===== config.mk =====
export PLATFORM = sky130hd
export DESIGN_NAME = wdpr_core
export DESIGN_NICKNAME = d
export VERILOG_FILES = /design/src/inc/wdpr_pkg.sv /design/src/rtl/wdpr_core.sv /design/src/rtl/wdpr_prescaler.sv
export VERILOG_INCLUDE_DIRS = /design/src /design/src/inc
export SDC_FILE = /design/constraint.sdc
export NUM_CORES = 1
export LEC_CHECK = 0
export BUFFER_PORTS_ARGS = -buffer_cell sky130_fd_sc_hd__clkbuf_2
export CAP_MARGIN = 40
export CORE_MARGIN = 2
export CORE_UTILIZATION = 53
export DETAILED_ROUTE_END_ITERATION = 10
export GPL_TIMING_DRIVEN = 1
export PLACE_DENSITY = 0.71
export SKIP_CTS_REPAIR_TIMING = 1
export SYNTH_ARGS = -nofsm -noshare
export SYNTH_HDL_FRONTEND = slang
export SYNTH_HIERARCHICAL = 1
export SYNTH_SLANG_ARGS = --single-unit

===== constraint.sdc =====
create_clock -name clk_sys -period 5.4 [get_ports clk_sys]
set_clock_uncertainty 0.05 [all_clocks]
set_input_delay 0.27 -clock clk_sys [delete_from_list [all_inputs] [get_ports clk_sys]]
set_output_delay 0.27 -clock clk_sys [all_outputs]
set_load 0.01 [all_outputs]

===== src/inc/wdpr_params.svh =====
// constants of the watchdog, power and reset control block
`ifndef WDPR_PARAMS_SVH
`define WDPR_PARAMS_SVH
// ==========================================
// register offsets
`define WDPR_OFF_WATCHDOG_CONTROL 8'h8f
`define WDPR_OFF_POWER_CONTROL    8'h87
`define WDPR_OFF_WDOG_STATUS      8'h90
// ==========================================
// field positions
`define WDPR_BIT_WDOG_ENABLE      7
`define WDPR_BIT_WDOG_CLEAR       6
`define WDPR_BIT_WDOG_RUN_IN_IDLE 5
`define WDPR_BIT_COLD_BOOT        4
`define WDPR_BIT_POWERDOWN        1
`define WDPR_BIT_IDLE             0
// ==========================================
// reset values
`define WDPR_RST_WATCHDOG_CONTROL 8'h00
`define WDPR_RST_POWER_CONTROL    8'h00
`define WDPR_RST_PORT             8'hff
`define WDPR_RST_STACK_POINTER    8'h07
// ==========================================
// timing counts
`define WDPR_FIXED_DIV            12
`define WDPR_WDOG_BITS            14
`define WDPR_STATES_PER_CYCLE     6
`define WDPR_SAMPLE_STATE         4
`define WDPR_RESET_HOLD_CYCLES    2
`endif


===== src/inc/wdpr_pkg.sv =====
// types of the watchdog, power and reset control block
package wdpr_pkg;
  typedef enum logic [1:0] {
    WDPR_RUN,
    WDPR_IDLE,
    WDPR_POWERDOWN
  } wdpr_mode_t;
endpackage


===== src/rtl/wdpr_core.sv =====
// watchdog, power management and reset control of the microcontroller
//
// Strobed register access was left to the implementer.
`timescale 1ns/1ps
`include "wdpr_params.svh"
module wdpr_core #(
  parameter int WDOG_BITS = `WDPR_WDOG_BITS,
  parameter int FIXED_DIV = `WDPR_FIXED_DIV
) (
  input  wire logic       clk_sys,
  input  wire logic       rst,
  input  wire logic       ce,
  input  wire logic       ext_reset,
  input  wire logic       power_on,
  input  wire logic       irq_pending,
  input  wire logic [7:0] reg_addr,
  input  wire logic [7:0] reg_wdata,
  input  wire logic       reg_wr,
  input  wire logic       reg_rd,
  output logic      [7:0] reg_rdata,
  output logic            osc_run,
  output logic            periph_clk_en,
  output logic            cpu_clk_en,
  output logic            system_reset,
  output logic            wdog_timeout,
  output logic      [7:0] port_reset_value,
  output logic      [7:0] stack_reset_value
);
  // ==========================================
  // state
  wdpr_pkg::wdpr_mode_t         mode;
  logic                         half_phase;
  logic [3:0]                   fixed_count;
  logic [2:0]                   state_count;
  logic                         machine_tick;
  logic                         fixed_tick;
  logic                         pre_tick;
  logic [WDOG_BITS-1:0]         wdog_count;
  logic                         wdog_enable;
  logic                         wdog_clear;
  logic                         wdog_run_in_idle;
  logic [2:0]                   prescale_sel;
  logic [3:0]                   power_flags;
  logic                         cold_boot_flag;
  logic [1:0]                   reset_hist;
  logic                         reset_sample;
  logic                         sys_reset_q;
  logic                         timeout_seen;
  logic                         wdog_run;
  logic                         clock_live;
  logic                         internal_rst;
  logic [WDOG_BITS+7:0]         status_word;

  assign internal_rst = sys_reset_q;
  // a short counter is padded below, so its top bits still read in the top of status
  assign status_word = {wdog_count, 8'h00};
  // power-down freezes everything but the reset path, the power control register and mode, the cold boot flag and the register read port
  assign clock_live = ce && (mode != wdpr_pkg::WDPR_POWERDOWN);

  // ==========================================
  // internal clock halving and machine cycle
  always_ff @(posedge clk_sys or posedge rst) begin
    if (rst) begin
      half_phase <= 1'b0;
    end else if (clock_live) begin
      half_phase <= ~half_phase;
    end
  end

  // one state per two oscillator periods, six states per machine cycle
  assign machine_tick = half_phase && (state_count == 3'(`WDPR_STATES_PER_CYCLE - 1));

  always_ff @(posedge clk_sys or posedge rst) begin
    if (rst) begin
      state_count <= 3'h0;
    end else if (clock_live && half_phase) begin
      state_count <= machine_tick ? 3'h0 : state_count + 3'h1;
    end
  end

  // ==========================================
  // fixed divide by twelve of the oscillator
  assign fixed_tick = (fixed_count == 4'(FIXED_DIV - 1));

  always_ff @(posedge clk_sys or posedge rst) begin
    if (rst) begin
      fixed_count <= 4'h0;
    end else if (clock_live) begin
      if (internal_rst || wdog_clear) begin
        fixed_count <= 4'h0;
      end else if (wdog_run) begin
        fixed_count <= fixed_tick ? 4'h0 : fixed_count + 4'h1;
      end
    end
  end

  // ==========================================
  // watchdog run condition
  always_comb begin
    wdog_run = wdog_enable && !internal_rst;
    if (mode == wdpr_pkg::WDPR_IDLE && !wdog_run_in_idle) begin
      wdog_run = 1'b0;
    end
  end

  wdpr_prescaler u_prescaler (
    .clk_sys  (clk_sys),
    .rst      (rst),
    .ce       (clock_live),
    .clear    (wdog_clear || internal_rst),
    .tick_in  (wdog_run && fixed_tick),
    .sel      (prescale_sel),
    .tick_out (pre_tick)
  );

  // ==========================================
  // watchdog counter
  always_ff @(posedge clk_sys or posedge rst) begin
    if (rst) begin
      wdog_count   <= '0;
      timeout_seen <= 1'b0;
    end else if (clock_live) begin
      timeout_seen <= 1'b0;
      if (internal_rst) begin
        wdog_count <= '0;
      end else if (wdog_clear) begin
        wdog_count <= '0;
      end else if (wdog_run && pre_tick) begin
        wdog_count <= wdog_count + 1'b1;
        if (&wdog_count) begin
          timeout_seen <= 1'b1;
        end
      end
    end
  end

  assign wdog_timeout = timeout_seen;

  // ==========================================
  // watchdog control register
  always_ff @(posedge clk_sys or posedge rst) begin
    if (rst) begin
      wdog_enable      <= 1'b0;
      wdog_clear       <= 1'b0;
      wdog_run_in_idle <= 1'b0;
      prescale_sel     <= 3'h0;
    end else if (clock_live) begin
      if (internal_rst) begin
        wdog_enable      <= 1'b0;
        wdog_clear       <= 1'b0;
        wdog_run_in_idle <= 1'b0;
        prescale_sel     <= 3'h0;
      end else if (reg_wr && reg_addr == `WDPR_OFF_WATCHDOG_CONTROL) begin
        wdog_enable      <= reg_wdata[`WDPR_BIT_WDOG_ENABLE];
        wdog_clear       <= reg_wdata[`WDPR_BIT_WDOG_CLEAR];
        wdog_run_in_idle <= reg_wdata[`WDPR_BIT_WDOG_RUN_IN_IDLE];
        prescale_sel     <= reg_wdata[2:0];
      end else begin
        // self clearing one cycle after the write
        wdog_clear <= 1'b0;
      end
    end
  end

  // ==========================================
  // power control register and mode
  always_ff @(posedge clk_sys or posedge rst) begin
    if (rst) begin
      power_flags <= 4'h0;
      mode        <= wdpr_pkg::WDPR_RUN;
    end else if (ce) begin
      if (internal_rst) begin
        power_flags <= 4'h0;
        mode        <= wdpr_pkg::WDPR_RUN;
      end else begin
        unique case (mode)
          wdpr_pkg::WDPR_RUN: begin
            if (reg_wr && reg_addr == `WDPR_OFF_POWER_CONTROL) begin
              power_flags <= reg_wdata[3:0];
              if (reg_wdata[`WDPR_BIT_POWERDOWN]) begin
                mode <= wdpr_pkg::WDPR_POWERDOWN;
              end else if (reg_wdata[`WDPR_BIT_IDLE]) begin
                mode <= wdpr_pkg::WDPR_IDLE;
              end
            end
          end
          wdpr_pkg::WDPR_IDLE: begin
            if (irq_pending) begin
              mode                      <= wdpr_pkg::WDPR_RUN;
              power_flags[`WDPR_BIT_IDLE] <= 1'b0;
            end
          end
          wdpr_pkg::WDPR_POWERDOWN: begin
            mode <= wdpr_pkg::WDPR_POWERDOWN;
          end
          default: begin
            mode <= wdpr_pkg::WDPR_RUN;
          end
        endcase
      end
    end
  end

  // cold boot flag survives warm resets; set on power-up, cleared by software
  always_ff @(posedge clk_sys or posedge rst) begin
    if (rst) begin
      cold_boot_flag <= 1'b0;
    end else if (ce) begin
      if (power_on) begin
        cold_boot_flag <= 1'b1;
      end else if (reg_wr && reg_addr == `WDPR_OFF_POWER_CONTROL && !internal_rst) begin
        cold_boot_flag <= reg_wdata[`WDPR_BIT_COLD_BOOT];
      end
    end
  end

  // ==========================================
  // reset sampling and deglitch
  // the pin is read at one fixed state of each machine cycle; the oscillator
  // must run, except that in power-down the pin is watched every cycle
  assign reset_sample = (mode == wdpr_pkg::WDPR_POWERDOWN) ? 1'b1 :
                        (machine_tick == 1'b0 && half_phase &&
                         state_count == 3'(`WDPR_SAMPLE_STATE));

  always_ff @(posedge clk_sys or posedge rst) begin
    if (rst) begin
      reset_hist  <= 2'h0;
      sys_reset_q <= 1'b1;
    end else if (ce) begin
      if (reset_sample) begin
        reset_hist <= {reset_hist[0], ext_reset};
      end
      // two consecutive high samples needed, so a glitch is never taken
      if (timeout_seen) begin
        sys_reset_q <= 1'b1;
      end else if (reset_sample) begin
        sys_reset_q <= reset_hist[0] && ext_reset;
      end
    end
  end

  assign system_reset = sys_reset_q;

  // ==========================================
  // clock gates
  assign osc_run       = (mode != wdpr_pkg::WDPR_POWERDOWN);
  assign periph_clk_en = osc_run && half_phase;
  assign cpu_clk_en    = periph_clk_en && (mode == wdpr_pkg::WDPR_RUN) && !sys_reset_q;

  assign port_reset_value  = `WDPR_RST_PORT;
  assign stack_reset_value = `WDPR_RST_STACK_POINTER;

  // ==========================================
  // register read port
  always_ff @(posedge clk_sys or posedge rst) begin
    if (rst) begin
      reg_rdata <= 8'h00;
    end else if (ce) begin
      reg_rdata <= 8'h00;
      if (reg_rd) begin
        unique case (reg_addr)
          `WDPR_OFF_WATCHDOG_CONTROL:
            reg_rdata <= {wdog_enable, wdog_clear, wdog_run_in_idle, 2'b00, prescale_sel};
          `WDPR_OFF_POWER_CONTROL:
            reg_rdata <= {3'b000, cold_boot_flag, power_flags};
          `WDPR_OFF_WDOG_STATUS:
            reg_rdata <= status_word[WDOG_BITS+7 -: 8];
          default:
            reg_rdata <= 8'h00;
        endcase
      end
    end
  end
endmodule


===== src/rtl/wdpr_prescaler.sv =====
// selectable watchdog prescaler with non-binary code order
`timescale 1ns/1ps
`include "wdpr_params.svh"
module wdpr_prescaler (
  input  wire logic       clk_sys,
  input  wire logic       rst,
  input  wire logic       ce,
  input  wire logic       clear,
  input  wire logic       tick_in,
  input  wire logic [2:0] sel,
  output logic            tick_out
);
  logic [7:0] count;
  logic [7:0] last;

  // ==========================================
  // ratio decode
  always_comb begin
    unique case (sel)
      3'h0: last = 8'h01;
      3'h2: last = 8'h03;
      3'h1: last = 8'h07;
      3'h3: last = 8'h0f;
      3'h4: last = 8'h1f;
      3'h5: last = 8'h3f;
      3'h6: last = 8'h7f;
      3'h7: last = 8'hff;
    endcase
  end

  assign tick_out = tick_in && (count == last);

  always_ff @(posedge clk_sys or posedge rst) begin
    if (rst) begin
      count <= 8'h00;
    end else if (ce) begin
      if (clear) begin
        count <= 8'h00;
      end else if (tick_in) begin
        // ratio change below the current count restarts from zero at the next input tick
        count <= (count >= last) ? 8'h00 : count + 8'h01;
      end
    end
  end
endmodule


* Word level (Yosys, flattened, before mapping)
Memory sizes are Yosys's and may differ from the RTL's. Cells that the tools add are included.
Word-level totals: flip-flop bits (word level) 54, latch bits 0, memory bits (writable) 0, memory bits (read-only) 56, input port bits 24, output and inout port bits 29, word-level logic and storage cells 120, memories kept 1
Operators by class: add/subtract/negate cells 4, multipliers 0, div/mod/pow operators 0, magnitude comparators 1, equality and inequality tests 13, shift operators 0, mux-type cells 41, bitwise gates (word level) 2, reductions and logical operators 41
Memories:
- (name not given) | words 8, width 7, read ports 1, clocked after Yosys merged registers in 0, write ports 0, RTL line wdpr_prescaler.sv:19 | unique case (sel)
Operator list (count):
- 14-bit 2-to-1 mux | 3
- 8-bit 2-to-1 mux | 4
- 8-bit equality test, second input constant | 3
- 8-bit case mux with 3 select lines | 1
- 4-bit 2-to-1 mux | 5
- 1-bit logical AND | 17
- 1-bit 2-to-1 mux | 17
- 14-bit by 1-bit adder with 14-bit output, second input constant | 1
- 14-bit AND reduction | 1
- 2-bit AND reduction | 7
- 2-bit nonzero test | 7
- 3-bit 2-to-1 mux | 4
- 2-bit 2-to-1 mux | 5
- 8-bit by 1-bit adder with 8-bit output, second input constant | 1
- 8-bit equality test | 1
- 8-bit greater-or-equal comparator | 1
- 4-bit AND reduction | 2
- 3-bit equality test, second input constant | 2
- 3-bit inequality test, second input constant | 2
- 2-bit case mux with 3 select lines | 1
- 3-bit nonzero test | 2
- 4-bit by 1-bit adder with 4-bit output, second input constant | 1
- 4-bit equality test, second input constant | 1
- 4-bit inequality test, second input constant | 1
- 10 further kinds | 12

* Longest topological paths before layout
Gate-level depths: netlist of the first run.
depth in word-level cells 9, gate-level depth with buffers 9, mapped depth without buffers 8

* Hierarchy
The synthesis of the first run kept the hierarchy.
Modules (own cells, without submodules):
- wdpr_core | instances 1, cells an instance 292, area an instance 2785.2 um2
- wdpr_prescaler | instances 1, cells an instance 72, area an instance 628.1 um2

* Least setup slack after synthesis of the first run
No wires, ideal clock.
path kind register to register, start register prescale_sel[2], end register wdog_count[4], arrival 2.263 ns, data required time 5.273 ns, slack 3.010 ns, cell stages (with the launch flop) 10, buffers on the path 1, period minus slack after synthesis 2.390 ns, cells stage by stage dfrtp_1 > nand3_1 > ha_1 > nand2_1 > nor2_1 > and3_1 > clkbuf_1 > nand4_1 > or4_1 > a21oi_1
On the way: cells in the longest elaborated chain, start to end 6
Ends and longest elaborated chain:
- start, declared | RTL line wdpr_core.sv:42 | logic [2:0] prescale_sel;
- start signal, assigned | RTL line wdpr_core.sv:157 | prescale_sel <= reg_wdata[2:0];
- memory read 8 x 7 bit
- 8-bit equality test | RTL line wdpr_prescaler.sv:31 | assign tick_out = tick_in && (count == last);
- 1-bit logical AND | RTL line wdpr_prescaler.sv:31
- named net pre_tick | RTL line wdpr_core.sv:37 | logic pre_tick;
- 1-bit logical AND | RTL line wdpr_core.sv:128 | end else if (wdog_run && pre_tick) begin
- 3-bit nonzero test (no line)
- 2-bit AND reduction (no line)
- end signal, assigned | RTL line wdpr_core.sv:129 | wdog_count <= wdog_count + 1'b1;
- end, declared | RTL line wdpr_core.sv:38 | logic [WDOG_BITS-1:0] wdog_count;
The timed path passes the listed nets, and every way through them passes these cells. A chain may end at the register's enable or synchronous reset.

* Worst setup path in the final report of the first run
start register prescale_sel[2], end register wdog_count[6]
The elaborated chain is that of the path after synthesis.

==> flow_summary.json, run 1 <==
{
  "outcome": "completed",
  "use_met3_pct": 3.83,
  "p_sw_uw": 415,
  "grt_first_pass_wirelength_um": 13400,
  "clkPwrFrac_pct": 23.0,
  "slowest_delay_ns": 0.55,
  "vias_per_cell": 6.30,
  "use_met1_pct": 32.4,
  "seq_power_share_pct": 47.9,
  "die-area_mm2": 0.00710,
  "grt.met2_usage_pct": 38.0,
  "drc": 0,
  "worst_slew_pin_slew_ns": 0.843,
  "fp.dieW_um": 84.3,
  "num_vias": 2974,
  "syn_area_mm2": 0.00341,
  "cts_buffer_depth": 2,
  "power.static_leakage_uw": 0.00160,
  "h-tree-depth": 2,
  "cp-start-kind": "flip-flop",
  "yosys.area.top_type": "dfrtp_1",
  "slew_violations": 0,
  "wl_per_cell_um": 16.8,
  "rsz0062_at_grt": "false",
  "core_area_mm2": 0.00628,
  "postSynthCellCount": 364,
  "cp-end-kind": "flip-flop",
  "critical_path_class": "flip-flop to flip-flop",
  "finalSetupTns_ns": 0,
  "clk_pin_slew_ns": 0.09,
  "finalNetCount": 431,
  "finalSetupViolCount": 0,
  "fill_cells": 586,
  "drt.antenna.violating_nets": 0,
  "wl_um": 7920,
  "grt_antenna_before_repair": 0,
  "cts_root_buf": "clkbuf_8",
  "synth.most_common_cell": "dfrtp_1",
  "synthMuxAreaShare_pct": 1.32,
  "p_int_uw": 746,
  "path_delay_family": "simple AND/OR/NAND/NOR gates",
  "ys_seq_area_share_pct": 39.6,
  "fp-row-count": 29,
  "drive_gt1_share_pct": 16.2,
  "vdd_drop_max_uv": 223,
  "ys_ff_latch": 54,
  "cts_sinks": 54,
  "synth-compound-area-share_pct": 21.8,
  "syn_avg_cell_area_um2": 9.38,
  "synth_simple_gate_area_share_pct": 23.2,
  "max_slew_margin_pct": 43.6,
  "yosys_warnings": 6,
  "gp_congestion": 0.872,
  "area_growth_syn_to_layout_pct": 7.95,
  "grt.busiest_layer": "met2",
  "first_pass_iters": 5,
  "finalHoldViolations": 0,
  "synth_edf_count": 0,
  "cp.buffers_inverters": 1,
  "synth_top_area_share_pct": 38.9,
  "slowest_stage": "or4_1",
  "synth-xor-area-share_pct": 1.03,
  "placement.io_buffers": 36,
  "grt_pass1_vias": 2758,
  "synth_ff_type": "dfrtp_1",
  "ys_top_cells_by_area": "dfrtp_1 39%, ha_1 4.8%, buf_4 3.5%, nand2_1 3.2%, a21oi_1 3.1%",
  "fin_crit_ns": 2.89,
  "start_util_pct": 54.4,
  "crit_chain": "o21ai_0 -> ha_1 -> nand2_1 -> nor2_1 -> and3_1 -> inv_1 -> or4_1 -> a21oi_1",
  "dp_hpwl_um": 5940,
  "cap_violations": 0,
  "cts_made_buffers": 5,
  "required_ns": 5.58,
  "overflow": 0,
  "p_comb_share_pct": 29.1,
  "synthArstFlopShare_pct": 100,
  "synthTopCellsByCount": "53 x dfrtp_1, 29 x nand2_1, 21 x a21oi_1, 17 x inv_1",
  "track_usage_pct": 23.3,
  "clk_latency_ns": 0.31,
  "post-place-ws_ns": 2.59,
  "num_io_pins": 53,
  "synthAdderAreaFrac_pct": 4.77,
  "synth_top_family_by_area": "simple AND/OR/NAND/NOR gates",
  "crit_fanout": 12,
  "grt_max_degree": 32,
  "die_y_um": 84.3,
  "clock.fmax_mhz": 346,
  "cts_tree": "yes",
  "p_sw_share_pct": 35.7,
  "fin_crit_sh_pct": 53.5,
  "drt_iter0_drc": 191,
  "min_path_type": "primary input to flip-flop",
  "timing.hold.ws_ns": 0.142,
  "ys_types": 63,
  "diodes": 0,
  "finalWorstSetupSlack_ns": 2.51,
  "arrival_ns": 3.07,
  "power_density_mw_per_mm2": 315
}
[path summary, 6_finish.rpt]
| path | from | cells past startpoint | slack, ns | endpoint |
|---|---|---|---|---|
| hold / removal | reg_wdata[5] | 2 | 0.14 | wdog_run_in_idle |
| hold reg to reg | reg_rdata[0] | 1 | 0.45 | reg_rdata[0] |
| max in group asynchronous | rst | 4 | 4.32 | system_reset |
| setup / recovery | prescale_sel[2] | 8 | 2.51 | wdog_count[6] |
| setup reg to reg | prescale_sel[2] | 8 | 2.51 | wdog_count[6] |
| min in group asynchronous | rst | 3 | 0.40 | u_prescaler/count[2] |
[worst reg2reg max path, stage by stage (launching register included)]
cell,delay (ns)
dfrtp_1,0.49
o21ai_0,0.17
ha_1,0.32
nand2_1,0.05
nor2_1,0.27
and3_1,0.50
inv_1,0.24
or4_1,0.55
a21oi_1,0.16
[cells in the final DEF, fill, tap and decap left out, types with 8 or more instances in the layout]
cell type and count:
inv_1 16, ha_1 13, nand2_1 29, nor2_1 16
dfrtp_1 53, clkbuf_2 36, o21ai_0 10, o31ai_1 11
conb_1 16, nor3_1 10, nand4_1 10, a21oi_1 21
a22o_1 8, or4_1 8, nand3_1 16, o2bb2ai_1 8
[per-layer routing]
layer  up-vias  routed length [um]
met2        92                3870
met3         7                 415
met5         -                   0
met4         0                  70
met1      1469                3570
li1       1406                   -
[metrics by stage]
stage	instances	total power, uW	instance area, um^2	utilization [%]
2_1_floorplan	378	805	3470	-
3_3_place_gp	462	884	3550	56.5
3_5_place_dp	463	899	3570	56.8
4_1_cts	471	1170	3670	58.5
5_1_grt	472	1250	3680	58.7
6_report	472	1160	3680	58.7
[state kept, by name (all words and copies together) (netlist names), 2 cells and up]
| signal | flops |
|---|---|
| reg_rdata | 8 |
| fixed_count | 4 |
| state_count | 3 |
| prescale_sel | 3 |
| mode | 2 |
| u_prescaler/count | 8 |
| power_flags | 4 |
| wdog_count | 14 |
[cell families after synthesis]
group | count (synthesis)
and+or+nand+nor | 132
AOI/OAI and AO/OA | 106
DFF | 54
buffers and inverters | 49
adders and majority gates | 13
xor gates and xnor gates | 4
muxes | 4
other | 2
[power groups by stage]
stage / registers (uW) / logic, uW / clock network (uW)
2_1_floorplan: 524 / 281 / 0
3_3_place_gp: 558 / 326 / 0
3_5_place_dp: 562 / 337 / 0
4_1_cts: 555 / 338 / 277
5_1_grt: 569 / 388 / 293
6_report: 556 / 338 / 267
[final cells by class]
class | instances | area (um^2) | share of cell area [%]
sequential | 54 | 1350 | 36.7
multi-input combinational | 275 | 1840 | 49.9
clock inverter | 3 | 40.0 | 1.09
timing repair buffer | 38 | 210 | 5.70
clock buffer | 5 | 68.8 | 1.87
inverter | 20 | 77.6 | 2.11
tap | 77 | 96.3 | 2.61
Power figures use the tool's default switching activity.
==> inputs of run 2 (changes only) <==
==> constraint.sdc (replaced) <==
create_clock -name clk_sys -period 2.98 [get_ports clk_sys]
set_clock_uncertainty 0.05 [all_clocks]
set_input_delay 0.149 -clock clk_sys [delete_from_list [all_inputs] [get_ports clk_sys]]
set_output_delay 0.149 -clock clk_sys [all_outputs]
set_load 0.01 [all_outputs]
==> run 2 against run 1 <==
  * Register-to-register slack worse by 2.3 ns
  * Flip-flop and latch count unchanged
  * Clock power up 67%
  * Total power up 79%
  * Core utilization up 0.32 points
  * Critical path type unchanged
==> flow_summary.json, run 2 (synthesis gave the netlist of run 1 again) <==
{
  "die_y_um": 84.3,
  "drc": 0,
  "fp.dieW_um": 84.3,
  "grt_max_degree": 38,
  "rsz0062_at_grt": "false",
  "track_usage_pct": 24.0,
  "cts_root_buf": "clkbuf_8",
  "finalHoldViolations": 0,
  "start_util_pct": 54.4,
  "reg_top3": "wdog_count (14), reg_rdata (8), u_prescaler/count (8)",
  "crit_fanout": 9,
  "wl_um": 8190,
  "slew_violations": 0,
  "rrSetupSlack_ns": 0.24,
  "finalSetupTns_ns": 0,
  "drt.antenna.violating_nets": 0,
  "slowest_stage": "or4_1",
  "finalWorstSetupSlack_ns": 0.241,
  "min_to": "wdog_run_in_idle",
  "worst_slew_pin_slew_ns": 0.614,
  "clk_latency_ns": 0.31,
  "cp-start-kind": "flip-flop",
  "mostFrequentLayoutCells": "53 x dfrtp_1, 36 x clkbuf_2, 29 x nand2_1",
  "h-tree-depth": 2,
  "drt_iter0_drc": 205,
  "worstHoldStart": "reg_wdata[5]",
  "num_io_pins": 53,
  "power.static_leakage_uw": 0.00161,
  "overflow": 0,
  "gp_congestion": 0.930,
  "grt_pass1_vias": 2830,
  "grt_first_pass_wirelength_um": 13900,
  "cts_tree": "yes",
  "grt_antenna_before_repair": 0,
  "layout.cells.most_common": "dfrtp_1",
  "fp-row-count": 29,
  "wl_per_cell_um": 17.2,
  "min_path_type": "primary input to flip-flop",
  "regMostFlops": "wdog_count",
  "slowest_delay_ns": 0.53,
  "reg2regPathDepth": 8,
  "placement.io_buffers": 36,
  "cts_sinks": 54,
  "largest_reg_flops": 14,
  "dp_hpwl_um": 6110,
  "cp-end-kind": "flip-flop",
  "post-place-ws_ns": 0.309,
  "critical_path_class": "flip-flop to flip-flop",
  "required_ns": 3.17,
  "num_vias": 2929,
  "crit_chain": "nand3_1 -> ha_1 -> nand2_1 -> nor2_1 -> and3_1 -> inv_1 -> or4_1 -> a21oi_1",
  "first_pass_iters": 5,
  "cap_violations": 0,
  "vias_per_cell": 6.15,
  "arrival_ns": 2.93,
  "core_area_mm2": 0.00628,
  "clk_pin_slew_ns": 0.10,
  "area_growth_syn_to_layout_pct": 8.54,
  "diodes": 0,
  "cts_made_buffers": 5,
  "utilization_pct": 59.0,
  "die-area_mm2": 0.00710,
  "fin_crit_sh_pct": 91.9,
  "fill_cells": 574,
  "finalSetupViolCount": 0,
  "outcome": "completed",
  "worstReg2RegStart": "prescale_sel[2]",
  "max_slew_margin_pct": 58.7,
  "fin_crit_ns": 2.74,
  "power_density_mw_per_mm2": 561,
  "cts_buffer_depth": 2,
  "hold_path_depth": 2,
  "r2r_end": "wdog_count[9]",
  "finalNetCount": 435,
  "clock.fmax_mhz": 365,
  "drive_gt1_share_pct": 17.0,
  "vdd_drop_max_uv": 286
}
run 2: changes by cell type in the layout (fill, tap and decap cells not counted):
cell | before | now
clkinvlp_4 | 0 | 1
buf_4 | 0 | 4
bufinv_16 | 1 | 0
clkbuf_8 | 5 | 6
clkinv_2 | 2 | 0
inv_6 | 0 | 1
run 2: worst max path at each step:
| stage | start | endpoint | slack (ns) |
|---|---|---|---|
| after floorplan | prescale_sel[2] | wdog_count[4] | 0.59 |
| after global placement | prescale_sel[2] | wdog_count[9] | 0.43 |
| after detailed placement | prescale_sel[2] | wdog_count[9] | 0.31 |
| after CTS | prescale_sel[2] | wdog_count[13] | 0.27 |
| after global routing | prescale_sel[2] | wdog_count[9] | 0.03 |
| final | prescale_sel[2] | wdog_count[9] | 0.24 |
run 2: layout make-up:
type | instances | area (um^2) | share of cell area [%]
Inverter | 20 | 77.6 | 2.09
Tap cell | 77 | 96.3 | 2.60
Multi-Input combinational cell | 275 | 1840 | 49.6
Clock buffer | 6 | 82.6 | 2.23
Sequential cell | 54 | 1350 | 36.5
Timing Repair Buffer | 42 | 240 | 6.48
Clock inverter | 2 | 16.3 | 0.439
run 2: power by group:
| group | switching [uW] | internal (uW) |
|---|---|---|
| Sequential | 135 | 844 |
| Clock | 253 | 192 |
| Combinational | 384 | 272 |
run 2: metrics by stage:
step	cell area (um^2)	hold slack (ns)	power, uW	std cells
after floorplan	3470	-0.0853	1460	378
after global placement	3580	0.0645	1620	466
after detailed placement	3600	0.0525	1640	467
after CTS	3690	-0.291	2090	475
after global routing	3700	0.00973	2220	476
final	3700	0.0108	2080	476
run 2: routing by layer:
metal,GRT usage (%),up-vias,routed length [um]
li1,-,1412,-
met1,34.2,1437,3810
met2,38.7,71,3880
met3,3.83,9,409
met4,5.72,0,89
met5,0,-,0
run 2: critical path, delay by kind of cell, from the launching register on:
| family | cells | cell delay [ns] |
|---|---|---|
| AOI/OAI and AO/OA | 1 | 0.17 |
| adders and majority gates | 1 | 0.31 |
| buffers and inverters | 1 | 0.21 |
| DFF | 1 | 0.50 |
| and+or+nand+nor | 5 | 1.43 |
==> inputs of run 3 (changes only) <==
--- a/config.mk
+++ b/config.mk
@@ -13,6 +13,7 @@
 export DETAILED_ROUTE_END_ITERATION = 10
 export GPL_TIMING_DRIVEN = 1
 export PLACE_DENSITY = 0.71
+export RECOVER_POWER = 25
 export SKIP_CTS_REPAIR_TIMING = 1
 export SYNTH_ARGS = -nofsm -noshare
 export SYNTH_HDL_FRONTEND = slang
==> constraint.sdc (replaced) <==
create_clock -name clk_sys -period 2.98 [get_ports clk_sys]
set_clock_uncertainty 0.05 [all_clocks]
set_input_delay 0.596 -clock clk_sys [delete_from_list [all_inputs] [get_ports clk_sys]]
set_output_delay 0.596 -clock clk_sys [all_outputs]
set_load 0.01 [all_outputs]
==> run 3 against run 2 <==
  * The run now ends with max-capacitance violations, max-slew violations left
  * Global-route usage fell by 0.83 points
  * Non-clock buffer count did not move
  * Clock power decreased by 2%
  * Final cell count unchanged
  * Register-to-register slack improved by 0.03 ns
  * Highest routed layer unchanged
  * Largest cell class unchanged
==> flow_summary.json, run 3 (synthesis gave the netlist of run 1 again) <==
{
  "clk_latency_ns": 0.32,
  "area_growth_syn_to_layout_pct": 7.99,
  "cp-start-kind": "flip-flop",
  "clock.fmax_mhz": 369,
  "track_usage_pct": 23.2,
  "start_util_pct": 54.4,
  "arrival_ns": 2.91,
  "drt.antenna.violating_nets": 0,
  "utilization_pct": 58.7,
  "rrSetupSlack_ns": 0.27,
  "core_area_mm2": 0.00628,
  "worstReg2RegStart": "prescale_sel[2]",
  "critical_path_class": "flip-flop to flip-flop",
  "grt_antenna_before_repair": 0,
  "r2r_end": "wdog_count[9]",
  "max_slew_margin_pct": -17.2,
  "vias_per_cell": 6.27,
  "first_pass_iters": 5,
  "overflow": 0,
  "dp_hpwl_um": 6130,
  "gp_congestion": 0.923,
  "power_density_mw_per_mm2": 562,
  "wl_per_cell_um": 17.0,
  "use_met3_pct": 3.64,
  "drive_gt1_share_pct": 16.5,
  "crit_fanout": 9,
  "path_delay_family": "simple AND/OR/NAND/NOR gates",
  "cts_sinks": 54,
  "fin_crit_ns": 2.71,
  "required_ns": 3.18,
  "power.total_uw": 2070,
  "finalSetupViolCount": 0,
  "clk_pin_slew_ns": 0.11,
  "power.static_leakage_uw": 0.00162,
  "die-area_mm2": 0.00710,
  "slowest_stage": "or4_1",
  "largest_reg_flops": 14,
  "fp.dieW_um": 84.3,
  "regMostFlops": "wdog_count",
  "grt.met2_usage_pct": 37.7,
  "fp-row-count": 29,
  "timing.hold.ws_ns": 0.152,
  "crit_chain": "nand3_1 -> ha_1 -> nand2_1 -> nor2_1 -> and3_1 -> inv_1 -> or4_1 -> a21oi_1",
  "reg_top3": "wdog_count (14), reg_rdata (8), u_prescaler/count (8)",
  "placement.io_buffers": 36,
  "reg2regPathDepth": 8,
  "cts_root_buf": "clkbuf_8",
  "grt.busiest_layer": "met2",
  "num_vias": 2986,
  "grt_pass1_vias": 2702,
  "grt_first_pass_wirelength_um": 13300,
  "min_path_type": "primary input to asynchronous set/reset pin",
  "die_y_um": 84.3,
  "drc": 0,
  "wl_um": 8110,
  "slowest_delay_ns": 0.53,
  "use_met1_pct": 32.7,
  "diodes": 0,
  "worst_slew_pin_slew_ns": 1.76,
  "outcome": "finished, violations left",
  "cp-end-kind": "flip-flop",
  "mostFrequentLayoutCells": "53 x dfrtp_1, 35 x clkbuf_2, 29 x nand2_1",
  "grt_max_degree": 38,
  "num_io_pins": 53,
  "slew_violations": 38,
  "finalSetupTns_ns": 0,
  "layout.cells.most_common": "dfrtp_1",
  "cap_violations": 1,
  "drt_iter0_drc": 210,
  "h-tree-depth": 2,
  "cts_made_buffers": 5,
  "cp.buffers_inverters": 1,
  "rsz0062_at_grt": "false",
  "finalHoldViolations": 0,
  "cts_tree": "yes",
  "failed_checks": "max-capacitance violations, max-slew violations",
  "finalNetCount": 435,
  "cts_buffer_depth": 2,
  "vdd_drop_max_uv": 317,
  "fin_crit_sh_pct": 91.0
}
## run 3: stage by stage
| step | instances | cell area, um^2 | worst slack, ns |
|---|---|---|---|
| 3_5_place_dp | 468 | 3600 | 0.307 |
| 5_1_grt | 476 | 3690 | 0.0676 |
| 4_1_cts | 476 | 3690 | 0.284 |
| 3_3_place_gp | 467 | 3580 | 0.429 |
| 6_report | 476 | 3690 | 0.267 |
| 2_1_floorplan | 378 | 3470 | 0.590 |
## run 3: per-layer routing
metal	part of all wire [%]	up-vias
met5	0	-
met4	0.73	0
met3	5.5	4
met2	49	104
met1	45	1467
li1	-	1411
## run 3: worst reg2reg max path: stages, from the launching register on
cell,delay [ns]
dfrtp_1,0.48
nand3_1,0.12
ha_1,0.32
nand2_1,0.07
nor2_1,0.28
and3_1,0.42
inv_1,0.22
or4_1,0.53
a21oi_1,0.16
## run 3: worst max-delay path by stage
stage	from	endpoint	slack (ns)	cells after the start
global route	prescale_sel[2]	wdog_count[9]	0.07	8
floorplan	prescale_sel[2]	wdog_count[4]	0.59	9
detailed placement	prescale_sel[2]	wdog_count[6]	0.31	8
global placement	prescale_sel[2]	wdog_count[9]	0.43	8
finish	prescale_sel[2]	wdog_count[9]	0.27	8
CTS	prescale_sel[2]	wdog_count[9]	0.28	8
## run 3: cell type report
type                            count  area, um^2
Clock inverter                      3        22.5
Fill cell                         547        2590
Sequential cell                    54        1350
Multi-Input combinational cell    275        1840
Inverter                           20        77.6
Tap cell                           77        96.3
Clock buffer                        5        68.8
Timing Repair Buffer               42         229
## run 3: where the power goes
part,leakage (uW),total (uW),internal (uW),switching (uW)
logic,0.000864,656,270,385
registers,0.000704,982,844,137
clock network,0.0000489,434,171,263
